===== config.mk =====
export PLATFORM = sky130hd
export DESIGN_NAME = store_swap_transfer_exec
export DESIGN_NICKNAME = d
export VERILOG_FILES = /design/src/inc/sste_pkg.sv /design/src/hw/store_swap_transfer_exec.sv
export VERILOG_INCLUDE_DIRS = /design/src /design/src/inc
export SDC_FILE = /design/constraint.sdc
export NUM_CORES = 1
export LEC_CHECK = 0
export BUFFER_PORTS_ARGS = -buffer_cell sky130_fd_sc_hd__buf_2
export CORE_MARGIN = 2
export CORE_UTILIZATION = 23
export DETAILED_ROUTE_END_ITERATION = 10
export GPL_TIMING_DRIVEN = 0
export PLACE_DENSITY_LB_ADDON = 0.05
export SKIP_LAST_GASP = 1
export SYNTH_ARGS = -nofsm -noshare
export SYNTH_HDL_FRONTEND = slang
export SYNTH_SLANG_ARGS = --single-unit
export TNS_END_PERCENT = 20

===== constraint.sdc =====
create_clock -name clk -period 8.9 [get_ports clk]
set_clock_uncertainty 0.2 [all_clocks]
set_input_delay 1.78 -clock clk [delete_from_list [all_inputs] [get_ports clk]]
set_output_delay 1.78 -clock clk [all_outputs]
set_load 0.02 [all_outputs]

===== src/inc/sste_defs.svh =====
`ifndef SSTE_DEFS_SVH
`define SSTE_DEFS_SVH

// =====================================================
// operation codes: sign then bits 1-11
`define OPC_ST_MULTQUOT 12'h980
`define OPC_ST_LEFT_HALF 12'h990
`define OPC_ST_ACC_WORD 12'h181
`define OPC_ST_LOGICAL 12'h182
`define OPC_ST_PREFIX 12'h198
`define OPC_ST_DECREMENT 12'h192
`define OPC_ST_TAG 12'h195
`define OPC_ST_ADDRESS 12'h191
`define OPC_ST_LOCATION 12'h995
`define OPC_ST_ZERO 12'h180
`define OPC_SWAP 12'h059
`define OPC_SWAP_LOGICAL 12'h858
`define OPC_PANEL_TRAP_ON 12'h1f0
`define OPC_TRAP_OFF 12'h9f0
`define OPC_NOP 12'h1f1
`define OPC_HALT_PROCEED 12'h110
`define OPC_HALT_JUMP 12'h000
`define OPC_PERFORM 12'h152
`define OPC_JUMP 12'h010
`define OPC_JUMP_BYPASS 12'h011
`define OPC_JUMP_ZERO 12'h040
// sign and bits 1-2 of the location-and-trap store
`define STR_PREFIX 3'h5
// bits 23-35 that extend the operation code
`define SEL_PANEL 13'h0004
`define SEL_TRAP 13'h0007

// =====================================================
// fixed storage locations and counter step
`define LOC_TRAP_SAVE 15'h0000
`define LOC_TRAP_GO 15'h0001
`define LOC_STR_GO 15'h0002
`define PC_STEP 15'h0001

`endif


===== src/inc/sste_pkg.sv =====
package sste_pkg;

	typedef logic [14:0] addr_t;

	// sign, bits 1-2, decrement 3-17, tag 18-20, address 21-35
	typedef struct packed {
		logic sign;
		logic [1:0] pfx;
		logic [14:0] dec;
		logic [2:0] tag;
		logic [14:0] addr;
	} word_s;

	typedef struct packed {
		logic q;
		logic p;
		word_s w;
	} acc_s;

	typedef struct packed {
		logic req;
		logic we;
		addr_t addr;
		word_s wdata;
	} mem_req_s;

	typedef enum logic [4:0] {
		OP_ST_MULTQUOT, OP_ST_LEFT_HALF, OP_ST_ACC_WORD, OP_ST_LOGICAL, OP_ST_PREFIX,
		OP_ST_DECREMENT, OP_ST_TAG, OP_ST_ADDRESS, OP_ST_LOCATION, OP_ST_LOC_TRAP,
		OP_ST_ZERO, OP_SWAP, OP_SWAP_LOGICAL, OP_LOAD_PANEL, OP_NOP, OP_HALT_PROCEED,
		OP_HALT_JUMP, OP_PERFORM_TARGET, OP_JUMP, OP_TRAP_ENTER, OP_TRAP_LEAVE,
		OP_JUMP_BYPASS, OP_JUMP_ZERO, OP_NONE
	} op_e;

	typedef enum logic [3:0] {
		ST_IDLE = 4'h1,
		ST_READ = 4'h2,
		ST_WAIT = 4'h4,
		ST_HALT = 4'h8
	} state_e;

endpackage : sste_pkg

===== src/hw/store_swap_transfer_exec.sv =====
`timescale 1ns/1ps
`include "sste_defs.svh"

module store_swap_transfer_exec (
	input wire logic clk,
	input wire logic ce,
	input wire logic sys_rst,
	input wire logic ins_valid,
	input wire sste_pkg::word_s ins_word,
	input wire sste_pkg::addr_t ins_loc,
	input wire sste_pkg::addr_t ins_y,
	input wire logic reg_load,
	input wire sste_pkg::acc_s acc_in,
	input wire sste_pkg::word_s multquot_in,
	input wire sste_pkg::word_s mem_rdata,
	input wire logic [35:0] panel_keys,
	input wire logic start_key,
	input wire logic clear_key,
	output logic ins_ready,
	output sste_pkg::mem_req_s mem_out,
	output sste_pkg::acc_s main_sum_register,
	output sste_pkg::word_s multquot_register,
	output logic done,
	output sste_pkg::addr_t instruction_counter,
	output logic halted,
	output logic trap_lamp,
	output logic unknown_op
);

	// =====================================================
	// decode and merge helpers
	function automatic sste_pkg::op_e decode(input sste_pkg::word_s w);
		logic [11:0] opc;
		logic [12:0] sel;
		opc = {w.sign, w.pfx, w.dec[14:6]};
		sel = w.addr[12:0];
		decode = sste_pkg::OP_NONE;
		if ({w.sign, w.pfx} == `STR_PREFIX) begin
			decode = sste_pkg::OP_ST_LOC_TRAP;
		end else begin
			case (opc)
				`OPC_ST_MULTQUOT: decode = sste_pkg::OP_ST_MULTQUOT;
				`OPC_ST_LEFT_HALF: decode = sste_pkg::OP_ST_LEFT_HALF;
				`OPC_ST_ACC_WORD: decode = sste_pkg::OP_ST_ACC_WORD;
				`OPC_ST_LOGICAL: decode = sste_pkg::OP_ST_LOGICAL;
				`OPC_ST_PREFIX: decode = sste_pkg::OP_ST_PREFIX;
				`OPC_ST_DECREMENT: decode = sste_pkg::OP_ST_DECREMENT;
				`OPC_ST_TAG: decode = sste_pkg::OP_ST_TAG;
				`OPC_ST_ADDRESS: decode = sste_pkg::OP_ST_ADDRESS;
				`OPC_ST_LOCATION: decode = sste_pkg::OP_ST_LOCATION;
				`OPC_ST_ZERO: decode = sste_pkg::OP_ST_ZERO;
				`OPC_SWAP: decode = sste_pkg::OP_SWAP;
				`OPC_SWAP_LOGICAL: decode = sste_pkg::OP_SWAP_LOGICAL;
				// indexing may alter bits 23-35 and so the operation
				`OPC_PANEL_TRAP_ON: begin
					if (sel == `SEL_PANEL) begin
						decode = sste_pkg::OP_LOAD_PANEL;
					end else if (sel == `SEL_TRAP) begin
						decode = sste_pkg::OP_TRAP_ENTER;
					end
				end
				`OPC_TRAP_OFF: begin
					if (sel == `SEL_TRAP) begin
						decode = sste_pkg::OP_TRAP_LEAVE;
					end
				end
				`OPC_NOP: decode = sste_pkg::OP_NOP;
				`OPC_HALT_PROCEED: decode = sste_pkg::OP_HALT_PROCEED;
				`OPC_HALT_JUMP: decode = sste_pkg::OP_HALT_JUMP;
				`OPC_PERFORM: decode = sste_pkg::OP_PERFORM_TARGET;
				`OPC_JUMP: decode = sste_pkg::OP_JUMP;
				`OPC_JUMP_BYPASS: decode = sste_pkg::OP_JUMP_BYPASS;
				`OPC_JUMP_ZERO: decode = sste_pkg::OP_JUMP_ZERO;
				default: ;
			endcase
		end
	endfunction : decode

	function automatic logic is_store(input sste_pkg::op_e op);
		is_store = op inside {sste_pkg::OP_ST_MULTQUOT, sste_pkg::OP_ST_LEFT_HALF, sste_pkg::OP_ST_ACC_WORD,
			sste_pkg::OP_ST_LOGICAL, sste_pkg::OP_ST_PREFIX, sste_pkg::OP_ST_DECREMENT, sste_pkg::OP_ST_TAG,
			sste_pkg::OP_ST_ADDRESS, sste_pkg::OP_ST_LOCATION, sste_pkg::OP_ST_LOC_TRAP, sste_pkg::OP_ST_ZERO};
	endfunction : is_store

	// old word comes back from storage; only the named fields change
	function automatic sste_pkg::word_s merge(input sste_pkg::op_e op, input sste_pkg::word_s old,
			input sste_pkg::acc_s a, input sste_pkg::word_s m, input sste_pkg::addr_t loc);
		merge = old;
		case (op)
			sste_pkg::OP_ST_MULTQUOT: merge = m;
			sste_pkg::OP_ST_LEFT_HALF: begin
				merge.sign = m.sign;
				merge.pfx = m.pfx;
				merge.dec = m.dec;
			end
			sste_pkg::OP_ST_ACC_WORD: merge = a.w;
			sste_pkg::OP_ST_LOGICAL: begin
				merge = a.w;
				merge.sign = a.p;
			end
			sste_pkg::OP_ST_PREFIX: begin
				merge.sign = a.p;
				merge.pfx = a.w.pfx;
			end
			sste_pkg::OP_ST_DECREMENT: merge.dec = a.w.dec;
			sste_pkg::OP_ST_TAG: merge.tag = a.w.tag;
			sste_pkg::OP_ST_ADDRESS: merge.addr = a.w.addr;
			sste_pkg::OP_ST_LOCATION, sste_pkg::OP_ST_LOC_TRAP: merge.addr = loc + `PC_STEP;
			sste_pkg::OP_ST_ZERO: merge = '0;
			default: merge.addr = loc;
		endcase
	endfunction : merge

	// =====================================================
	// console pin synchronisers
	logic [35:0] keys_s1_reg, keys_s2_reg;
	logic start_s1_reg, start_s2_reg, start_s3_reg;
	logic clear_s1_reg, clear_s2_reg;

	always_ff @(posedge clk) begin
		if (sys_rst) begin
			keys_s1_reg <= '0;
			keys_s2_reg <= '0;
			start_s1_reg <= 1'b0;
			start_s2_reg <= 1'b0;
			start_s3_reg <= 1'b0;
			clear_s1_reg <= 1'b0;
			clear_s2_reg <= 1'b0;
		end else if (ce) begin
			keys_s1_reg <= panel_keys;
			keys_s2_reg <= keys_s1_reg;
			start_s1_reg <= start_key;
			start_s2_reg <= start_s1_reg;
			start_s3_reg <= start_s2_reg;
			clear_s1_reg <= clear_key;
			clear_s2_reg <= clear_s1_reg;
		end
	end

	// =====================================================
	// sequencing
	sste_pkg::state_e st_reg, st_next;
	sste_pkg::op_e op_reg, op_next, op_now;
	sste_pkg::addr_t loc_reg, loc_next, y_reg, y_next, cur_loc, cur_y, fin_pc, addr_next;
	sste_pkg::word_s cur_w;
	logic taken_reg, taken_next, launch, acc_zero, cond, start_edge, fin, rd, wr, halt_next, trap_mode;

	assign start_edge = start_s2_reg & ~start_s3_reg;
	// a performed target comes straight from storage and is not indexed
	assign launch = ce & ((st_reg == sste_pkg::ST_IDLE & ins_valid)
		| (st_reg == sste_pkg::ST_READ & op_reg == sste_pkg::OP_PERFORM_TARGET));
	assign cur_w = (st_reg == sste_pkg::ST_READ) ? mem_rdata : ins_word;
	assign cur_y = (st_reg == sste_pkg::ST_READ) ? mem_rdata.addr : ins_y;
	assign cur_loc = (st_reg == sste_pkg::ST_READ) ? loc_reg : ins_loc;
	assign op_now = decode(cur_w);
	assign acc_zero = ~main_sum_register.q & ~main_sum_register.p
		& ~|{main_sum_register.w.pfx, main_sum_register.w.dec, main_sum_register.w.tag,
		main_sum_register.w.addr};
	assign cond = (op_now == sste_pkg::OP_JUMP_ZERO) ? acc_zero : 1'b1;

	always_comb begin
		st_next = st_reg;
		op_next = op_reg;
		loc_next = loc_reg;
		y_next = y_reg;
		taken_next = taken_reg;
		fin = 1'b0;
		fin_pc = loc_reg + `PC_STEP;
		rd = 1'b0;
		wr = 1'b0;
		addr_next = mem_out.addr;
		halt_next = halted;
		unique case (st_reg)
			sste_pkg::ST_IDLE: ;
			sste_pkg::ST_READ: begin
				if (op_reg != sste_pkg::OP_PERFORM_TARGET) begin
					wr = 1'b1;
					fin = 1'b1;
					st_next = sste_pkg::ST_IDLE;
					if (op_reg == sste_pkg::OP_ST_LOC_TRAP) begin
						fin_pc = `LOC_STR_GO;
					end else if (!is_store(op_reg) && taken_reg) begin
						fin_pc = `LOC_TRAP_GO;
					end
				end
			end
			sste_pkg::ST_WAIT: begin
				if (op_reg inside {sste_pkg::OP_HALT_PROCEED, sste_pkg::OP_HALT_JUMP}) begin
					st_next = sste_pkg::ST_HALT;
					halt_next = 1'b1;
				end else begin
					fin = 1'b1;
					st_next = sste_pkg::ST_IDLE;
				end
			end
			sste_pkg::ST_HALT: begin
				if (start_edge) begin
					halt_next = 1'b0;
					if (op_reg == sste_pkg::OP_HALT_PROCEED) begin
						fin = 1'b1;
						st_next = sste_pkg::ST_IDLE;
					end else if (trap_mode) begin
						rd = 1'b1;
						addr_next = `LOC_TRAP_SAVE;
						taken_next = 1'b1;
						st_next = sste_pkg::ST_READ;
					end else begin
						fin = 1'b1;
						fin_pc = y_reg;
						st_next = sste_pkg::ST_IDLE;
					end
				end
			end
		endcase
		if (launch) begin
			op_next = op_now;
			loc_next = cur_loc;
			y_next = cur_y;
			taken_next = cond;
			st_next = sste_pkg::ST_IDLE;
			if (op_now == sste_pkg::OP_PERFORM_TARGET) begin
				rd = 1'b1;
				addr_next = cur_y;
				st_next = sste_pkg::ST_READ;
			end else if (is_store(op_now)) begin
				rd = 1'b1;
				addr_next = (op_now == sste_pkg::OP_ST_LOC_TRAP) ? `LOC_TRAP_SAVE : cur_y;
				st_next = sste_pkg::ST_READ;
			end else if (trap_mode && op_now inside {sste_pkg::OP_JUMP, sste_pkg::OP_JUMP_ZERO}) begin
				rd = 1'b1;
				addr_next = `LOC_TRAP_SAVE;
				st_next = sste_pkg::ST_READ;
			end else if (op_now inside {sste_pkg::OP_NOP, sste_pkg::OP_HALT_PROCEED, sste_pkg::OP_HALT_JUMP,
					sste_pkg::OP_LOAD_PANEL, sste_pkg::OP_TRAP_ENTER, sste_pkg::OP_TRAP_LEAVE}) begin
				st_next = sste_pkg::ST_WAIT;
			end else begin
				fin = 1'b1;
				fin_pc = cur_loc + `PC_STEP;
				if (op_now inside {sste_pkg::OP_JUMP, sste_pkg::OP_JUMP_ZERO, sste_pkg::OP_JUMP_BYPASS} && cond) begin
					fin_pc = cur_y;
				end
			end
		end
	end

	always_ff @(posedge clk) begin
		if (sys_rst) begin
			st_reg <= sste_pkg::ST_IDLE;
			op_reg <= sste_pkg::OP_NONE;
			loc_reg <= '0;
			y_reg <= '0;
			taken_reg <= 1'b0;
			ins_ready <= 1'b1;
		end else if (ce) begin
			st_reg <= st_next;
			op_reg <= op_next;
			loc_reg <= loc_next;
			y_reg <= y_next;
			taken_reg <= taken_next;
			ins_ready <= (st_next == sste_pkg::ST_IDLE);
		end
	end

	// =====================================================
	// storage port: read first, write back merged word
	always_ff @(posedge clk) begin
		if (sys_rst) begin
			mem_out <= '0;
		end else if (ce) begin
			mem_out.req <= rd | wr;
			mem_out.we <= wr;
			mem_out.addr <= addr_next;
			if (wr) begin
				mem_out.wdata <= merge(op_reg, mem_rdata, main_sum_register, multquot_register, loc_reg);
			end
		end
	end

	// =====================================================
	// completion and console status
	always_ff @(posedge clk) begin
		if (sys_rst) begin
			done <= 1'b0;
			instruction_counter <= '0;
			halted <= 1'b0;
			unknown_op <= 1'b0;
		end else if (ce) begin
			done <= fin;
			if (fin) begin
				instruction_counter <= fin_pc;
			end
			if (launch && op_now inside {sste_pkg::OP_HALT_PROCEED, sste_pkg::OP_HALT_JUMP}) begin
				instruction_counter <= (op_now == sste_pkg::OP_HALT_JUMP) ? cur_loc : cur_loc + `PC_STEP;
			end
			halted <= halt_next;
			unknown_op <= launch & (op_now == sste_pkg::OP_NONE);
		end
	end

	// =====================================================
	// arithmetic registers
	always_ff @(posedge clk) begin
		if (sys_rst) begin
			main_sum_register <= '0;
			multquot_register <= '0;
		end else if (ce) begin
			if (launch && op_now == sste_pkg::OP_SWAP) begin
				main_sum_register <= {2'b00, multquot_register};
				multquot_register <= main_sum_register.w;
			end else if (launch && op_now == sste_pkg::OP_SWAP_LOGICAL) begin
				main_sum_register <= {2'b00, multquot_register};
				main_sum_register.p <= multquot_register.sign;
				main_sum_register.w.sign <= 1'b0;
				multquot_register <= main_sum_register.w;
				multquot_register.sign <= main_sum_register.p;
			end else if (launch && op_now == sste_pkg::OP_LOAD_PANEL) begin
				multquot_register <= keys_s2_reg;
			end else if (reg_load && st_reg == sste_pkg::ST_IDLE) begin
				main_sum_register <= acc_in;
				multquot_register <= multquot_in;
			end
		end
	end

	// =====================================================
	// transfer trapping mode; the clear key wins over entry
	always_ff @(posedge clk) begin
		if (sys_rst) begin
			trap_mode <= 1'b0;
		end else if (ce) begin
			if (clear_s2_reg) begin
				trap_mode <= 1'b0;
			end else if (launch && op_now == sste_pkg::OP_TRAP_ENTER) begin
				trap_mode <= 1'b1;
			end else if (launch && op_now == sste_pkg::OP_TRAP_LEAVE) begin
				trap_mode <= 1'b0;
			end
		end
	end
	assign trap_lamp = trap_mode;
endmodule : store_swap_transfer_exec


# [Word level (Yosys, flattened, before mapping)]
# Index checks and enable logic that the tools add are counted.
[totals] register_bits=264 input_bits=219 wordCells=255
[op_classes] addsub=2 eq_ne=69 n_mux=88 n_bitwise=12 reduce_logical=46
[op_table] cell="two-way mux 15 bit" n=26
[op_table] cell="two-way mux 36 bit" n=5
[op_table] cell="two-way mux 38 bit" n=4
[op_table] cell="== test 12 x 9 -> 1 bit (second input constant)" n=11
[op_table] cell="case mux 5 bit (21 select lines)" n=1
[op_table] cell="case mux 15 bit (5 select lines)" n=1
[op_table] cell="== test 12 bit (second input constant)" n=5
[op_table] cell="== test 5 x 4 -> 1 bit (second input constant)" n=12
[op_table] cell="== test 5 bit (second input constant)" n=10
[op_table] cell="case mux 15 bit (3 select lines)" n=1
[op_table] cell="== test 5 x 3 -> 1 bit (second input constant)" n=8
[op_table] cell="OR reduction 35 bit" n=1
[op_table] cell="adder 15 x 1 -> 15 bit (second input constant)" n=2
[op_table] cell="two-way mux 1 bit" n=30
[op_table] cell="case mux 15 bit (2 select lines)" n=1
[op_table] cell="== test 13 x 3 -> 1 bit (second input constant)" n=2
[op_table] cell="== test 12 x 5 -> 1 bit (second input constant)" n=2
[op_table] cell="== test 12 x 7 -> 1 bit (second input constant)" n=2
[op_table] cell="nonzero test 11 bit" n=2
[op_table] cell="== test 5 x 2 -> 1 bit (second input constant)" n=4
[op_table] cell="two-way mux 4 bit" n=4
[op_table] cell="nonzero test 2 bit" n=8
[op_table] cell="two-way mux 3 bit" n=5
[op_table] cell="logical NOT 12 bit" n=1
[op_table] cell="32 further kinds" n=69

# [Depth between registers and ports, before layout]
# Gate-level depths: netlist (run 1).
[depth] word_depth=18 depth_mapped=20 mapped_depth_nobuf=13

# [Least setup slack after synthesis (run 1)]
# OpenSTA, ideal clock, no wires.
[synth_path] path_type="input -> register" start="input port mem_rdata[31] (netlist name)" end="register instruction_counter[10]" setup_ns=0.122 arrival_time_ns=5.038 setup_slack_ns=3.540 stages=13 n_path_buf=2 path_cell_list="clkbuf_1 nor4bb_1 nand3_1 a221oi_1 a21oi_1 o211a_1 a31o_4 or3_4 o32ai_4 nor3_4 and3_4 buf_6 a221o_1"
[synth_via] elab_chain_len=15
[synth_rtl] item="start, declared" line="store_swap_transfer_exec.sv:15" source="input wire sste_pkg::word_s mem_rdata,"
[synth_rtl] item="two-way mux 36 bit (*)" line="store_swap_transfer_exec.sv:152" source="assign cur_w = (st_reg == sste_pkg::ST_READ) ? mem_rdata : ins_word;"
[synth_rtl] item="== test 12 x 7 -> 1 bit (tied with other cells)" line="store_swap_transfer_exec.sv:41" source="case (opc)"
[synth_rtl] item="case mux 5 bit (21 select lines) (*)" line="store_swap_transfer_exec.sv:41"
[synth_rtl] item="two-way mux 5 bit (*)" line="store_swap_transfer_exec.sv:38" source="if ({w.sign, w.pfx} == `STR_PREFIX) begin"
[synth_rtl] item="== test 5 bit, on equally long branches" line="store_swap_transfer_exec.sv:229, store_swap_transfer_exec.sv:239, store_swap_transfer_exec.sv:159"
[synth_rtl] item="nonzero test 3 bit / two-way mux 1 bit (equally long branches)" line="store_swap_transfer_exec.sv:239, store_swap_transfer_exec.sv:159"
[synth_rtl] item="logical AND 1 bit" line="store_swap_transfer_exec.sv:239" source="if (op_now inside {sste_pkg::OP_JUMP, sste_pkg::OP_JUMP_ZERO, sste_pkg::OP_JUMP_BYPASS} && cond) begin"
[synth_rtl] item="two-way mux 15 bit" line="store_swap_transfer_exec.sv:239"
[synth_rtl] item="two-way mux 15 bit" line="store_swap_transfer_exec.sv:233" source="end else if (op_now inside {sste_pkg::OP_NOP, sste_pkg::OP_HALT_PROCEED, sste_pkg::OP_HALT_JUMP,"
[synth_rtl] item="two-way mux 15 bit" line="store_swap_transfer_exec.sv:229" source="end else if (trap_mode && op_now inside {sste_pkg::OP_JUMP, sste_pkg::OP_JUMP_ZERO}) begin"
[synth_rtl] item="two-way mux 15 bit" line="store_swap_transfer_exec.sv:225" source="end else if (is_store(op_now)) begin"
[synth_rtl] item="two-way mux 15 bit" line="store_swap_transfer_exec.sv:221" source="if (op_now == sste_pkg::OP_PERFORM_TARGET) begin"
[synth_rtl] item="two-way mux 15 bit" line="store_swap_transfer_exec.sv:215" source="if (launch) begin"
[synth_rtl] item="two-way mux 15 bit" line="store_swap_transfer_exec.sv:289" source="if (fin) begin"
[synth_rtl] item="two-way mux 15 bit" line="store_swap_transfer_exec.sv:292" source="if (launch && op_now inside {sste_pkg::OP_HALT_PROCEED, sste_pkg::OP_HALT_JUMP}) begin"
[synth_rtl] item="end signal, assigned" line="store_swap_transfer_exec.sv:290" source="instruction_counter <= fin_pc;"
[synth_rtl] item="end signal, assigned" line="store_swap_transfer_exec.sv:293" source="instruction_counter <= (op_now == sste_pkg::OP_HALT_JUMP) ? cur_loc : cur_loc + `PC_STEP;"
[synth_rtl] item="end, declared" line="store_swap_transfer_exec.sv:24" source="output sste_pkg::addr_t instruction_counter,"
# Mark *: on every way between the ends. The rest lies on a longest branch, timed or not. The select of a mux whose other input is x is not followed.
# A chain may end at the register's enable or synchronous reset.

# [Final worst setup path (run 1)]
[layout_path] start="input port mem_rdata[28] (netlist name)" end="register multquot_register[4] (netlist name)"
[layout_via] elab_chain_len=9
[layout_rtl] item="two-way mux 36 bit (*)" line="store_swap_transfer_exec.sv:152"
[layout_rtl] item="== test 12 x 7 -> 1 bit (tied with other cells)" line="store_swap_transfer_exec.sv:41"
[layout_rtl] item="case mux 5 bit (21 select lines) (*)" line="store_swap_transfer_exec.sv:41"
[layout_rtl] item="two-way mux 5 bit (*)" line="store_swap_transfer_exec.sv:38"
[layout_rtl] item="== test 5 x 4 -> 1 bit" line="store_swap_transfer_exec.sv:316" source="end else if (launch && op_now == sste_pkg::OP_LOAD_PANEL) begin"
[layout_rtl] item="logical AND 1 bit" line="store_swap_transfer_exec.sv:316"
[layout_rtl] item="two-way mux 36 bit" line="store_swap_transfer_exec.sv:316"
[layout_rtl] item="two-way mux 36 bit" line="store_swap_transfer_exec.sv:310" source="end else if (launch && op_now == sste_pkg::OP_SWAP_LOGICAL) begin"
[layout_rtl] item="two-way mux 36 bit" line="store_swap_transfer_exec.sv:307" source="if (launch && op_now == sste_pkg::OP_SWAP) begin"
[layout_rtl] item="end signal, assigned" line="store_swap_transfer_exec.sv:309" source="multquot_register <= main_sum_register.w;"
[layout_rtl] item="end signal, assigned" line="store_swap_transfer_exec.sv:314" source="multquot_register <= main_sum_register.w;"
[layout_rtl] item="end signal, assigned" line="store_swap_transfer_exec.sv:317" source="multquot_register <= keys_s2_reg;"
[layout_rtl] item="end, declared" line="store_swap_transfer_exec.sv:22" source="output sste_pkg::word_s multquot_register,"
# Mark *: on every way between the ends. The rest lies on a longest branch, timed or not.

==> reports/metrics.json, run 1 <==
{
  "number_of_antenna_violating_nets_in_the_routed_design": {"value": 0},
  "floorplan_core_area": {"value": 0.0631, "unit": "mm2"},
  "static-leakage-power": {"value": 8.12, "unit": "nW"},
  "largest_register": {"value": "mem_out"},
  "wirelength": {"value": 75300, "unit": "um"},
  "globalRouteTotalUtil": {"value": 22.2, "unit": "%"},
  "synth.lib_cells_used.distinct": {"value": 86},
  "rsz0062_at_grt": {"value": "false"},
  "ys_async_sr_fraction": {"value": 0, "unit": "%"},
  "setup.worst_path.end_class": {"value": "flip-flop"},
  "flip_flop_count_of_the_largest_register_all_copies_and_words_added": {"value": 53},
  "crit_slowest_cell": {"value": "nor4b_1"},
  "dp_hpwl": {"value": 60800, "unit": "um"},
  "timing.slew.headroom": {"value": 16.0, "unit": "%"},
  "cts.sink_count": {"value": 264},
  "wl_per_cell": {"value": 25.0, "unit": "um"},
  "cells_on_worst_hold_path": {"value": 1},
  "detailed_routing_iterations_pass_1": {"value": 8},
  "synth_area": {"value": 0.0147, "unit": "mm2"},
  "number_of_cells_on_the_worst_reg_to_reg_path": {"value": 19},
  "critical_path_class": {"value": "in -> reg"},
  "grt_pass1_wl": {"value": 109000, "unit": "um"},
  "dieWidth": {"value": 256, "unit": "um"},
  "clock_tree.root_cell": {"value": "clkbuf_16"},
  "clock_latency": {"value": 0.57, "unit": "ns"},
  "cp_num_cells": {"value": 13},
  "grt_max_degree": {"value": 12},
  "max-cap-violations": {"value": 0},
  "floorplan.die.height": {"value": 256, "unit": "um"},
  "critical_path.most_common_cell": {"value": "clkbuf_1"},
  "gp_congestion": {"value": 0.872},
  "antenna_violations_before_repair": {"value": 11},
  "placement_rows": {"value": 92},
  "critical_path_required": {"value": 9.18, "unit": "ns"},
  "post_synth.cell_area_avg": {"value": 8.38, "unit": "um2"},
  "cts_htree_levels": {"value": 2},
  "post-route-period-util": {"value": 69.9, "unit": "%"},
  "cts_buffers": {"value": 37},
  "cp_data_arrival_time": {"value": 6.51, "unit": "ns"},
  "hold_violations": {"value": 0},
  "vdd_drop_max": {"value": 0.101, "unit": "mV"},
  "ys_dominant_reg_cell": {"value": "dfxtp_1"},
  "final_core_utilization": {"value": 29.6, "unit": "%"},
  "nets": {"value": 2359},
  "top_delay_family_on_crit_path": {"value": "compound AO/OA/AOI/OAI gates"},
  "crit_chain": {"value": "clkbuf_1, nor4b_1, mux2i_1, o32ai_1, or4b_1, clkbuf_1, o21ai_1, a2111oi_4, nor2_4, nand3_1, buf_2, o211ai_1, a21oi_1"},
  "tightest_pin_transition": {"value": 1.24, "unit": "ns"},
  "drt-initial-drc-count": {"value": 1040},
  "cts_setup_buffers": {"value": 0},
  "total_i_o_pin_count": {"value": 366},
  "largest_registers": {"value": "mem_out: 53 flops, main_sum_register: 38 flops"},
  "synth-edff-count": {"value": 0},
  "via_density_per_instance": {"value": 5.04},
  "clk_pin_slew_worst_paths": {"value": 0.06, "unit": "ns"},
  "worst_path_buffer_plus_inverter_count": {"value": 3},
  "run_status": {"value": "complete, no violations"},
  "initial_cell_density_of_the_core": {"value": 23.2, "unit": "%"},
  "critPathMaxFanout": {"value": 10},
  "total_number_of_vias": {"value": 15196},
  "worstSetupStartpointType": {"value": "input port"},
  "synth_warnings": {"value": 0},
  "ys_seq_elements": {"value": 264},
  "hold_path.class": {"value": "reg -> reg"},
  "synth_sequential_area_ratio": {"value": 36.1, "unit": "%"},
  "timing.setup.tns": {"value": 0, "unit": "ns"},
  "place.port_buffers": {"value": 348},
  "clk_path_buf_depth": {"value": 3},
  "post_cts_resized": {"value": 0},
  "grt_pass1_vias": {"value": 15237},
  "powerDensity": {"value": 177, "unit": "mW/mm2"},
  "cp_slowest_stage_delay": {"value": 0.87, "unit": "ns"},
  "postSynthNetCount": {"value": 1970},
  "flow.area_growth_from_synthesis": {"value": 27.6, "unit": "%"},
  "clock.fmax": {"value": 0.161, "unit": "GHz"},
  "ctsHoldBuffers": {"value": 0},
  "setup_viol_count_final": {"value": 0},
  "period_minus_slack": {"value": 6.22, "unit": "ns"},
  "dieArea": {"value": 0.0658, "unit": "mm2"},
  "final-max-slew-violation-count": {"value": 0},
  "layout-drive-gt1-share": {"value": 22.6, "unit": "%"},
  "number_of_cells_produced_by_synthesis": {"value": 1749},
  "tritoncts": {"value": "yes"},
  "post_route_drc_violation_count": {"value": 0},
  "overflow": {"value": 0}
}
==> per-layer routing <==
layer / GRT usage [%] / wire [um] / vias up
met4: 6.70 / 1920 / 12
met3: 4.20 / 4200 / 112
met1: 28.5 / 33200 / 7317
met2: 37.7 / 35900 / 476
met5: 0 / 63 / -
li1: - / - / 7279
==> worst reg2reg max path, stage by stage (launching register included) <==
cell      delay (ns)
dfxtp_1         0.51
or4b_4          0.20
buf_6           0.16
buf_6           0.19
buf_2           0.37
buf_1           0.49
clkbuf_1        0.62
buf_2           0.50
mux2i_1         0.24
inv_1           0.16
ha_1            0.29
nand3_1         0.17
a21o_1          0.23
a21o_1          0.20
or3_1           0.43
nor3_1          0.25
xnor2_1         0.17
a21oi_1         0.09
mux2_2          0.26
a21oi_1         0.13
==> worst paths after layout <==
| kind | start | to | slack, ns |
|---|---|---|---|
| worst min-delay path | mem_out[49]$_SDFFE_PP0P_ | mem_out[49]$_SDFFE_PP0P_ | 0.27 |
| worst max-delay path | mem_rdata[28] | multquot_register[4]$_SDFFE_PP0P_ | 2.68 |
| worst min register to register | mem_out[49]$_SDFFE_PP0P_ | mem_out[49]$_SDFFE_PP0P_ | 0.27 |
| worst max register to register | st_reg[2]$_SDFFE_PP0P_ | instruction_counter[14]$_SDFFE_PP0P_ | 2.96 |
==> cell usage in the layout (no fill, tap or decap), drive strengths merged, types with 28 or more instances in the layout <==
| master | count |
|---|---|
| mux2i | 187 |
| a211oi | 75 |
| nand3 | 57 |
| dfxtp | 264 |
| nor3 | 28 |
| clkbuf | 147 |
| buf | 399 |
| nor2 | 236 |
| nand2 | 175 |
| a21oi | 91 |
| o21ai | 57 |
| a22oi | 30 |
| o211ai | 47 |
==> Yosys cell counts (6+ instances only) <==
library cell	count	share of area [%]
nor2b_1	11	0.47
nor4_1	21	0.90
and3_1	13	0.55
a221o_1	6	0.41
xnor2_1	16	0.96
a211oi_1	75	3.8
o21ai_0	56	1.9
nand4_1	19	0.81
a22o_1	9	0.54
a222oi_1	21	1.4
nor3b_1	6	0.31
buf_4	8	0.41
a31oi_1	7	0.30
a22oi_1	30	1.5
o2bb2ai_1	15	0.90
o22ai_1	17	0.73
inv_1	10	0.26
xor2_1	25	1.5
a21o_1	9	0.46
nor4b_1	16	0.96
buf_1	17	0.44
buf_2	19	0.65
nor2_1	235	6.0
mux2i_1	184	13
nor3_1	25	0.85
dfxtp_1	264	36
nand3_1	57	1.9
nand2_1	175	4.5
a311oi_1	20	1.2
mux2_2	8	0.61
o211ai_1	47	2.4
a221oi_1	7	0.42
clkbuf_1	95	2.4
nand2b_1	13	0.55
a21oi_1	90	3.1
==> cell families after synthesis <==
logic type                 share of synthesized area [%]
AOI/OAI and AO/OA                                   22.8
xor gates and xnor gates                            2.45
adders and majority gates                          0.171
buffers and inverters                               4.57
DFF                                                 36.1
muxes                                               13.6
and+or+nand+nor                                     20.4
==> final cells by class <==
cell class	count	area (um2)
Antenna cell	6	15.0
Buffer	144	632
Clock buffer	52	1070
Clock inverter	10	104
Fill cell	7047	44400
Inverter	10	37.5
Multi-Input combinational cell	1331	8740
Sequential cell	264	5290
Tap cell	846	1060
Timing Repair Buffer	350	1760
==> stage by stage <==
stage               cells  power (W)  area [um2]  hold slack, ns  worst slack, ns
finish               3013    0.00331       18700           0.267             2.68
global route         3011    0.00344       18700           0.284             2.36
CTS                  3007    0.00335       18700           0.262             2.67
detailed placement   2945    0.00186       17500           0.245             2.10
global placement     2943    0.00186       17500           0.243             1.69
floorplan            1749    0.00161       14700           0.256             3.54
==> where the power goes <==
part / switching, W / internal, W
clock: 0.000601 / 0.000870
sequential: 0.0000737 / 0.00124
combinational: 0.000337 / 0.000182
Note: power is estimated with default switching activity, not from simulation.
==> run 2: changes to the inputs <==
ABC_AREA = 1   (was not set)
clock period = 5.75 ns   (was 8.9 ns; I/O delays follow)
==> run 2 against run 1 <==
Compared with the run above: hold slack worse by 0.018 ns; non-clock buffer count is 18 higher; clock power is 62% higher; flip-flop and latch count stayed put; combinational power is 78% higher; via count is 23% higher; first-iteration DRC count is 47% higher; sequential share of layout area is 1.6 points lower; sequential power is 55% higher; routed wire length is 20% higher; largest cell class unchanged.
==> reports/metrics.json, run 2 <==
{
  "rsz0062_at_grt": {"value": "false", "change": "unchanged"},
  "hold_violations": {"value": 0, "change": "unchanged"},
  "drt-initial-drc-count": {"value": 1533, "change": "was 1040"},
  "wl_per_cell": {"value": 24.0, "unit": "um", "change": "was 25.0 um"},
  "setup.worst_path.end_class": {"value": "flip-flop", "change": "unchanged"},
  "dieWidth": {"value": 266, "unit": "um", "change": "was 256 um"},
  "hold_path.class": {"value": "reg -> reg", "change": "unchanged"},
  "number_of_antenna_violating_nets_in_the_routed_design": {"value": 0, "change": "unchanged"},
  "ys_async_sr_fraction": {"value": 0, "unit": "%", "change": "unchanged"},
  "setup_viol_count_final": {"value": 0, "change": "unchanged"},
  "power.clock.fraction": {"value": 44.5, "unit": "%", "change": "about the same"},
  "top_delay_family_on_crit_path": {"value": "buffers and inverters", "change": "was compound AO/OA/AOI/OAI gates"},
  "dieArea": {"value": 0.0706, "unit": "mm2", "change": "was 0.0658 mm2"},
  "tightest_pin_transition": {"value": 1.39, "unit": "ns", "change": "was 1.24 ns"},
  "post_route_drc_violation_count": {"value": 0, "change": "unchanged"},
  "worst_setup_path_startpoint": {"value": "op_reg[2]$_SDFFE_PP1P_", "change": "was mem_rdata[28]"},
  "timing.setup.tns": {"value": 0, "unit": "ns", "change": "unchanged"},
  "grt_pass1_wl": {"value": 127000, "unit": "um", "change": "was 109000 um"},
  "largest_registers": {"value": "mem_out: 53 flops, main_sum_register: 38 flops", "change": "unchanged"},
  "flip_flop_count_of_the_largest_register_all_copies_and_words_added": {"value": 53, "change": "unchanged"},
  "synth_warnings": {"value": 0, "change": "unchanged"},
  "overflow": {"value": 0, "change": "unchanged"},
  "postSynthNetCount": {"value": 2697, "change": "was 1970"},
  "final-max-slew-violation-count": {"value": 0, "change": "unchanged"},
  "layout.cells.most_common": {"value": "nand2_1", "change": "was buf_2"},
  "number_of_cells_produced_by_synthesis": {"value": 2476, "change": "was 1749"},
  "synth_top_area_share": {"value": 33.6, "unit": "%", "change": "was 36.1%"},
  "cts_htree_levels": {"value": 2, "change": "unchanged"},
  "cp_data_arrival_time": {"value": 5.02, "unit": "ns", "change": "was 6.51 ns"},
  "ctsHoldBuffers": {"value": 0, "change": "unchanged"},
  "post_synth.cell_area_avg": {"value": 6.36, "unit": "um2", "change": "was 8.38 um2"},
  "cts.sink_count": {"value": 264, "change": "unchanged"},
  "cts_setup_buffers": {"value": 0, "change": "unchanged"},
  "fin_hold_ws": {"value": 0.249, "unit": "ns", "change": "was 0.267 ns"},
  "number_of_cells_on_the_worst_reg_to_reg_path": {"value": 12, "change": "was 19"},
  "synthMostInstantiatedCell": {"value": "nand2_1", "change": "was dfxtp_1"},
  "synth.lib_cells_used.distinct": {"value": 51, "change": "was 86"},
  "floorplan_core_area": {"value": 0.0675, "unit": "mm2", "change": "was 0.0631 mm2"},
  "setup.reg_to_reg.worst_slack": {"value": 0.99, "unit": "ns", "change": "was 2.96 ns"},
  "layoutNonFillerInstCount": {"value": 3768, "change": "was 3013"},
  "critPathMaxFanout": {"value": 10, "change": "unchanged"},
  "critical_path_class": {"value": "reg -> reg", "change": "was in -> reg"},
  "synthTopCellsByArea": {"value": "dfxtp_1, nand2_1, o21ai_0, inv_1, nor2_1", "change": "was dfxtp_1, mux2i_1, nor2_1, nand2_1, a211oi_1"},
  "clock_tree.root_cell": {"value": "clkbuf_16", "change": "unchanged"},
  "setup_ws": {"value": 0.992, "unit": "ns", "change": "was 2.68 ns"},
  "total_number_of_vias": {"value": 18644, "change": "was 15196"},
  "synth-edff-count": {"value": 0, "change": "unchanged"},
  "seq_power_share": {"value": 38.2, "unit": "%", "change": "was 39.8%"},
  "vdd_drop_max": {"value": 0.172, "unit": "mV", "change": "was 0.101 mV"},
  "clk_pin_slew_worst_paths": {"value": 0.06, "unit": "ns", "change": "about the same"},
  "cts_buffers": {"value": 37, "change": "unchanged"},
  "post_cts_resized": {"value": 0, "change": "unchanged"},
  "r2r-end": {"value": "unknown_op$_SDFFE_PP0P_", "change": "was instruction_counter[14]$_SDFFE_PP0P_"},
  "period_minus_slack": {"value": 4.76, "unit": "ns"},
  "floorplan.die.height": {"value": 266, "unit": "um", "change": "was 256 um"},
  "run_status": {"value": "complete, no violations", "change": "unchanged"},
  "powerDensity": {"value": 269, "unit": "mW/mm2", "change": "was 177 mW/mm2"},
  "flow.area_growth_from_synthesis": {"value": 26.0, "unit": "%", "change": "was 27.6%"},
  "cp_slowest_stage_delay": {"value": 0.77, "unit": "ns", "change": "was 0.87 ns"},
  "worstReg2RegStart": {"value": "op_reg[2]$_SDFFE_PP1P_", "change": "was st_reg[2]$_SDFFE_PP0P_"},
  "placement_rows": {"value": 95, "change": "was 92"},
  "clock_latency": {"value": 0.57, "unit": "ns", "change": "about the same"},
  "grt_max_degree": {"value": 11, "change": "was 12"},
  "globalRouteTotalUtil": {"value": 24.8, "unit": "%", "change": "was 22.2%"},
  "antenna_violations_before_repair": {"value": 3, "change": "was 11"},
  "combPwrFrac": {"value": 17.3, "unit": "%", "change": "was 15.7%"},
  "crit_slowest_cell": {"value": "buf_1", "change": "was nor4b_1"},
  "post-route-period-util": {"value": 82.7, "unit": "%"},
  "dp_hpwl": {"value": 73900, "unit": "um", "change": "was 60800 um"},
  "crit_chain": {"value": "nor2_1, inv_1, nor3_1, inv_1, nor2_1, a31oi_1, nor2_1, clkbuf_1, buf_1, buf_2, nand4_1, a21oi_1", "change": "was clkbuf_1, nor4b_1, mux2i_1, o32ai_1, or4b_1, clkbuf_1, o21ai_1, a2111oi_4, nor2_4, nand3_1, buf_2, o211ai_1, a21oi_1"},
  "gp_congestion": {"value": 0.911, "change": "was 0.872"},
  "ys_seq_elements": {"value": 264, "change": "unchanged"},
  "dp.cells": {"value": 3701, "change": "was 2945"},
  "final_area": {"value": 0.0198, "unit": "mm2", "change": "was 0.0187 mm2"},
  "grt_pass1_vias": {"value": 18302, "change": "was 15237"},
  "initial_cell_density_of_the_core": {"value": 23.3, "unit": "%", "change": "was 23.2%"},
  "power_switching_share": {"value": 32.3, "unit": "%", "change": "was 30.6%"},
  "layout-drive-gt1-share": {"value": 17.2, "unit": "%", "change": "was 22.6%"},
  "detailed_routing_iterations_pass_1": {"value": 7, "change": "was 8"},
  "pre_cts_slack": {"value": 0.648, "unit": "ns", "change": "was 2.10 ns"},
  "nets": {"value": 3088, "change": "was 2359"},
  "clk_path_buf_depth": {"value": 3, "change": "unchanged"},
  "worst_path_buffer_plus_inverter_count": {"value": 5, "change": "was 3"},
  "tritoncts": {"value": "yes", "change": "unchanged"},
  "worstSetupEndpoint": {"value": "unknown_op$_SDFFE_PP0P_", "change": "was multquot_register[4]$_SDFFE_PP0P_"},
  "critical_path.most_common_cell": {"value": "nor2_1", "change": "was clkbuf_1"},
  "synth_sequential_area_ratio": {"value": 33.6, "unit": "%", "change": "was 36.1%"},
  "max-cap-violations": {"value": 0, "change": "unchanged"},
  "cp_num_cells": {"value": 12, "change": "was 13"},
  "largest_register": {"value": "mem_out", "change": "unchanged"},
  "cell_internal_pwr": {"value": 0.00361, "unit": "W", "change": "was 0.00230 W"},
  "clock.fmax": {"value": 0.210, "unit": "GHz"},
  "netlist_top_cells_count": {"value": "nand2_1, o21ai_0, inv_1", "change": "was dfxtp_1, nor2_1, mux2i_1"},
  "net_sw_power": {"value": 0.00173, "unit": "W", "change": "was 0.00101 W"},
  "place.port_buffers": {"value": 352, "change": "was 348"},
  "static-leakage-power": {"value": 9.25, "unit": "nW", "change": "was 8.12 nW"},
  "critical_path_required": {"value": 6.02, "unit": "ns", "change": "was 9.18 ns"},
  "number_of_fillers_in_the_final_layout": {"value": 7767, "change": "was 7047"},
  "total_i_o_pin_count": {"value": 366, "change": "unchanged"},
  "commonest_cells_after_routing_fill_and_taps_aside": {"value": "nand2_1, o21ai_0, buf_2", "change": "was buf_2, dfxtp_1, nor2_1"},
  "worstSetupStartpointType": {"value": "flip-flop", "change": "was input port"},
  "timing.slew.headroom": {"value": 6.88, "unit": "%", "change": "was 16.0%"},
  "via_density_per_instance": {"value": 4.95, "change": "was 5.04"},
  "ys_dominant_reg_cell": {"value": "dfxtp_1", "change": "unchanged"},
  "wirelength": {"value": 90200, "unit": "um", "change": "was 75300 um"},
  "place_area": {"value": 0.0186, "unit": "mm2", "change": "was 0.0175 mm2"},
  "synth_area": {"value": 0.0158, "unit": "mm2", "change": "was 0.0147 mm2"},
  "synth_top_area_cell": {"value": "dfxtp_1", "change": "unchanged"}
}
run 2: cell count changes after synthesis, moves of 17 or more:
| cell | before | now |
|---|---|---|
| a22oi_1 | 30 | 4 |
| a21oi_1 | 90 | 174 |
| o21ai_0 | 56 | 372 |
| o21ai_1 | 1 | 21 |
| inv_1 | 10 | 295 |
| a222oi_1 | 21 | 0 |
| a311oi_1 | 20 | 3 |
| nand2_1 | 175 | 501 |
| o211ai_1 | 47 | 22 |
| mux2i_1 | 184 | 0 |
| nand3_1 | 57 | 99 |
| nor2_1 | 235 | 282 |
run 2: worst min-delay path by stage:
stage / startpoint / to / slack (ns) / depth (start not counted)
4_1_cts: keys_s2_reg[34]$_SDFFE_PP0P_ / keys_s2_reg[34]$_SDFFE_PP0P_ / 0.25 / 2
2_1_floorplan: keys_s2_reg[12]$_SDFFE_PP0P_ / keys_s2_reg[12]$_SDFFE_PP0P_ / 0.23 / 2
3_3_place_gp: keys_s2_reg[16]$_SDFFE_PP0P_ / keys_s2_reg[16]$_SDFFE_PP0P_ / 0.24 / 2
3_5_place_dp: keys_s2_reg[34]$_SDFFE_PP0P_ / keys_s2_reg[34]$_SDFFE_PP0P_ / 0.24 / 2
5_1_grt: keys_s2_reg[20]$_SDFFE_PP0P_ / keys_s2_reg[20]$_SDFFE_PP0P_ / 0.27 / 2
6_report: keys_s2_reg[32]$_SDFFE_PP0P_ / keys_s2_reg[32]$_SDFFE_PP0P_ / 0.25 / 2
run 2: area by class of cell:
class	instances	area, um2	area share, %
clock inverter	10	105	0.530
multi-input combinational	1751	8610	43.4
clock buffer	55	1120	5.67
tap	873	1090	5.51
buffer	160	721	3.63
inverter	301	1130	5.69
timing repair buffer	352	1760	8.88
sequential	264	5290	26.6
antenna	2	5.00	0.0252
run 2: logic make-up (layout without fill, tap and decap cells):
group,Yosys count,after routing,share of synthesized area [%]
compound gates,743,743,26.7
fa+ha+maj,2,2,0.159
flops,264,264,33.6
buf+inv,461,878,11.7
xor+xnor,24,24,1.33
simple gates,982,982,26.5
other cells,0,2,0
run 2: power groups by stage:
stage | clock network [W] | registers, W | logic, W
after detailed placement | 0 | 0.00208 | 0.000915
after CTS | 0.00243 | 0.00204 | 0.000919
after global routing | 0.00250 | 0.00205 | 0.00101
after floorplan | 0 | 0.00209 | 0.000445
final | 0.00238 | 0.00204 | 0.000923
after global placement | 0 | 0.00208 | 0.000917
run 2: layer usage:
metal	part of all wire [%]	vias up	GRT usage (%)
met1	45	8808	32.9
met2	45	685	39.5
li1	-	9005	-
met3	6.7	144	5.13
met4	3.7	2	9.31
met5	0.014	-	0
run 2: stage by stage:
step	power (W)	utilization (%)
6_report	0.00534	29.4
5_1_grt	0.00556	29.4
4_1_cts	0.00539	29.4
3_5_place_dp	0.00299	27.6
3_3_place_gp	0.00299	27.6
2_1_floorplan	0.00254	-
run 2: worst register-to-register path, stage by stage (launching register included):
cell	delay, ns
dfxtp_1	0.33
nor2_1	0.34
inv_1	0.17
nor3_1	0.29
inv_1	0.17
nor2_1	0.19
a31oi_1	0.16
nor2_1	0.58
clkbuf_1	0.59
buf_1	0.78
buf_2	0.44
nand4_1	0.25
a21oi_1	0.17
==> run 3: changes to the inputs <==
clock period = 4.6 ns   (was 5.75 ns; I/O delays follow)
==> run 3 against run 2 <==
Compared with the run above: via count increased by 0.13%; routed wire length about the same; hold slack barely moved; global-route usage stayed put; sequential power up 25%; clock-buffer cell count is the same; final cell count hardly changed.
==> reports/metrics.json, run 3 (synthesized netlist as in run 2, its figures left out) <==
{
  "critical_path_class": {"value": "reg -> reg", "change": "unchanged"},
  "cp_num_cells": {"value": 15, "change": "was 12"},
  "gp_congestion": {"value": 0.911, "change": "unchanged"},
  "wl_per_cell": {"value": 24.0, "unit": "um", "change": "about the same"},
  "setup_viol_count_final": {"value": 0, "change": "unchanged"},
  "worstSetupStartpointType": {"value": "flip-flop", "change": "unchanged"},
  "layout-drive-gt1-share": {"value": 17.4, "unit": "%", "change": "was 17.2%"},
  "timing.slew.headroom": {"value": 10.3, "unit": "%", "change": "was 6.88%"},
  "nets": {"value": 3090, "change": "was 3088"},
  "dp_hpwl": {"value": 73900, "unit": "um", "change": "unchanged"},
  "top_delay_family_on_crit_path": {"value": "simple AND/OR/NAND/NOR gates", "change": "was buffers and inverters"},
  "flip_flop_count_of_the_largest_register_all_copies_and_words_added": {"value": 53, "change": "unchanged"},
  "rsz0062_at_grt": {"value": "true", "change": "was false"},
  "total_power": {"value": 0.00667, "unit": "W", "change": "was 0.00534 W"},
  "post-route-period-util": {"value": 97.3, "unit": "%", "change": "was 82.7%"},
  "cp_slowest_stage_delay": {"value": 0.94, "unit": "ns", "change": "was 0.77 ns"},
  "number_of_antenna_violating_nets_in_the_routed_design": {"value": 0, "change": "unchanged"},
  "total_number_of_vias": {"value": 18669, "change": "was 18644"},
  "cp_data_arrival_time": {"value": 4.78, "unit": "ns", "change": "was 5.02 ns"},
  "final-max-slew-violation-count": {"value": 0, "change": "unchanged"},
  "floorplan_core_area": {"value": 0.0675, "unit": "mm2", "change": "unchanged"},
  "cts.sink_count": {"value": 264, "change": "unchanged"},
  "tightest_pin_transition": {"value": 1.34, "unit": "ns", "change": "was 1.39 ns"},
  "hold_path.class": {"value": "reg -> reg", "change": "unchanged"},
  "grt_pass1_vias": {"value": 18302, "change": "unchanged"},
  "r2r-end": {"value": "mem_out[47]$_SDFFE_PP0P_", "change": "was unknown_op$_SDFFE_PP0P_"},
  "hold_violations": {"value": 0, "change": "unchanged"},
  "dieWidth": {"value": 266, "unit": "um", "change": "unchanged"},
  "number_of_cells_on_the_worst_reg_to_reg_path": {"value": 15, "change": "was 12"},
  "period_minus_slack": {"value": 4.48, "unit": "ns", "change": "was 4.76 ns"},
  "clock.fmax": {"value": 0.223, "unit": "GHz", "change": "was 0.210 GHz"},
  "critical_path_required": {"value": 4.90, "unit": "ns", "change": "was 6.02 ns"},
  "place.port_buffers": {"value": 352, "change": "unchanged"},
  "floorplan.die.height": {"value": 266, "unit": "um", "change": "unchanged"},
  "tritoncts": {"value": "yes", "change": "unchanged"},
  "flow.area_growth_from_synthesis": {"value": 26.1, "unit": "%", "change": "was 26.0%"},
  "grt_pass1_wl": {"value": 127000, "unit": "um", "change": "unchanged"},
  "cts_buffers": {"value": 37, "change": "unchanged"},
  "worst_setup_path_startpoint": {"value": "st_reg[2]$_SDFFE_PP0P_", "change": "was op_reg[2]$_SDFFE_PP1P_"},
  "initial_cell_density_of_the_core": {"value": 23.3, "unit": "%", "change": "unchanged"},
  "clk_path_buf_depth": {"value": 3, "change": "unchanged"},
  "dieArea": {"value": 0.0706, "unit": "mm2", "change": "unchanged"},
  "place_area": {"value": 0.0186, "unit": "mm2", "change": "unchanged"},
  "powerDensity": {"value": 336, "unit": "mW/mm2", "change": "was 269 mW/mm2"},
  "clock_latency": {"value": 0.57, "unit": "ns", "change": "about the same"},
  "clock_tree.root_cell": {"value": "clkbuf_16", "change": "unchanged"},
  "final_core_utilization": {"value": 29.4, "unit": "%", "change": "about the same"},
  "post_route_drc_violation_count": {"value": 0, "change": "unchanged"},
  "clk_pin_slew_worst_paths": {"value": 0.06, "unit": "ns", "change": "about the same"},
  "crit_slowest_cell": {"value": "o21ai_1", "change": "was buf_1"},
  "crit_chain": {"value": "nor2_4, buf_2, nand3_1, nand2_1, nand2_1, nor2_1, nand3_1, nand4_1, nand3b_1, inv_1, o21ai_1, nand2_1, o21ai_0, a21oi_1, nor2_1", "change": "was nor2_1, inv_1, nor3_1, inv_1, nor2_1, a31oi_1, nor2_1, clkbuf_1, buf_1, buf_2, nand4_1, a21oi_1"},
  "largest_registers": {"value": "mem_out: 53 flops, main_sum_register: 38 flops", "change": "unchanged"},
  "vdd_drop_max": {"value": 0.216, "unit": "mV", "change": "was 0.172 mV"},
  "commonest_cells_after_routing_fill_and_taps_aside": {"value": "nand2_1, o21ai_0, buf_2", "change": "unchanged"},
  "worstReg2RegStart": {"value": "st_reg[2]$_SDFFE_PP0P_", "change": "was op_reg[2]$_SDFFE_PP1P_"},
  "max-cap-violations": {"value": 0, "change": "unchanged"},
  "final_area": {"value": 0.0199, "unit": "mm2", "change": "was 0.0198 mm2"},
  "antenna_violations_before_repair": {"value": 3, "change": "unchanged"},
  "worstSetupEndpoint": {"value": "mem_out[47]$_SDFFE_PP0P_", "change": "was unknown_op$_SDFFE_PP0P_"},
  "setup.worst_path.end_class": {"value": "flip-flop", "change": "unchanged"},
  "total_i_o_pin_count": {"value": 366, "change": "unchanged"},
  "overflow": {"value": 0, "change": "unchanged"},
  "layout.cells.most_common": {"value": "nand2_1", "change": "unchanged"},
  "critical_path.most_common_cell": {"value": "nand2_1", "change": "was nor2_1"},
  "largest_register": {"value": "mem_out", "change": "unchanged"},
  "cts_htree_levels": {"value": 2, "change": "unchanged"},
  "worst_path_buffer_plus_inverter_count": {"value": 2, "change": "was 5"},
  "globalRouteTotalUtil": {"value": 24.8, "unit": "%", "change": "unchanged"},
  "grt_max_degree": {"value": 11, "change": "unchanged"},
  "wirelength": {"value": 90300, "unit": "um", "change": "was 90200 um"},
  "number_of_fillers_in_the_final_layout": {"value": 7764, "change": "was 7767"},
  "detailed_routing_iterations_pass_1": {"value": 5, "change": "was 7"},
  "via_density_per_instance": {"value": 4.95, "change": "about the same"},
  "static-leakage-power": {"value": 9.28, "unit": "nW", "change": "was 9.25 nW"},
  "run_status": {"value": "complete, no violations", "change": "unchanged"},
  "placement_rows": {"value": 95, "change": "unchanged"},
  "setup.reg_to_reg.worst_slack": {"value": 0.12, "unit": "ns", "change": "was 0.99 ns"},
  "drt-initial-drc-count": {"value": 1524, "change": "was 1533"},
  "critPathMaxFanout": {"value": 10, "change": "unchanged"}
}
run 3: cell count changes in the layout (fill, tap and decap cells not counted):
cell / change
nor2_2: +2
nor3_4: +1
clkbuf_2: +1
diode_2: -1
buf_1: -1
nor3_2: -1
buf_4: +2
nor2_1: -2
run 3: worst min-delay path by stage:
stage	start	to	slack, ns	cells after the start
floorplan	keys_s2_reg[12]$_SDFFE_PP0P_	keys_s2_reg[12]$_SDFFE_PP0P_	0.23	2
global placement	keys_s2_reg[16]$_SDFFE_PP0P_	keys_s2_reg[16]$_SDFFE_PP0P_	0.24	2
detailed placement	keys_s2_reg[34]$_SDFFE_PP0P_	keys_s2_reg[34]$_SDFFE_PP0P_	0.24	2
CTS	keys_s2_reg[34]$_SDFFE_PP0P_	keys_s2_reg[34]$_SDFFE_PP0P_	0.25	2
global route	keys_s2_reg[20]$_SDFFE_PP0P_	keys_s2_reg[20]$_SDFFE_PP0P_	0.27	2
finish	keys_s2_reg[32]$_SDFFE_PP0P_	keys_s2_reg[32]$_SDFFE_PP0P_	0.25	2
run 3: metal layers:
metal	part of all wire [%]	GRT usage [%]	up-vias
li1	-	-	9012
met1	45	32.9	8836
met2	45	39.5	676
met3	6.6	5.13	143
met4	3.7	9.31	2
met5	0.014	0	-
run 3: repair_timing:
action	4_1_cts	5_1_grt
hold buffers	0	0
endpoints found under the setup margin	0	118
buffers inserted	0	2
resized for setup	0	5
run 3: power breakdown:
part	leakage (nW)	switching, W	internal, W	total, W
registers	2.16	0.000126	0.00242	0.00255
clock network	0.613	0.00121	0.00175	0.00296
logic	6.51	0.000818	0.000339	0.00116
run 3: cell type report:
| type | instances | area (um2) | share of cell area (%) |
|---|---|---|---|
| clock buffers | 55 | 1120 | 5.66 |
| inverters | 301 | 1130 | 5.69 |
| clock inverters | 10 | 105 | 0.529 |
| well taps | 873 | 1090 | 5.50 |
| plain buffers | 160 | 722 | 3.63 |
| diodes | 1 | 2.50 | 0.0126 |
| flip-flops and latches | 264 | 5290 | 26.6 |
| repair buffers | 354 | 1780 | 8.94 |
| multi-input cells | 1751 | 8630 | 43.4 |
run 3: through the flow:
step / cells / setup WS [ns] / setup TNS (ns) / hold WS, ns
6_report: 3769 / 0.124 / 0 / 0.249
3_3_place_gp: 3701 / -0.284 / -14.46 / 0.241
5_1_grt: 3768 / -0.0997 / -0.234 / 0.266
4_1_cts: 3766 / 0.0245 / 0 / 0.251
2_1_floorplan: 2476 / 1.28 / 0 / 0.229
3_5_place_dp: 3701 / -0.272 / -14.63 / 0.243
run 3: worst register-to-register path, delay by kind of cell, from the launching register on:
| kind | cells | cell delay [ns] |
|---|---|---|
| compound gates | 3 | 1.45 |
| buf+inv | 2 | 0.42 |
| flops | 1 | 0.36 |
| simple gates | 10 | 2.01 |
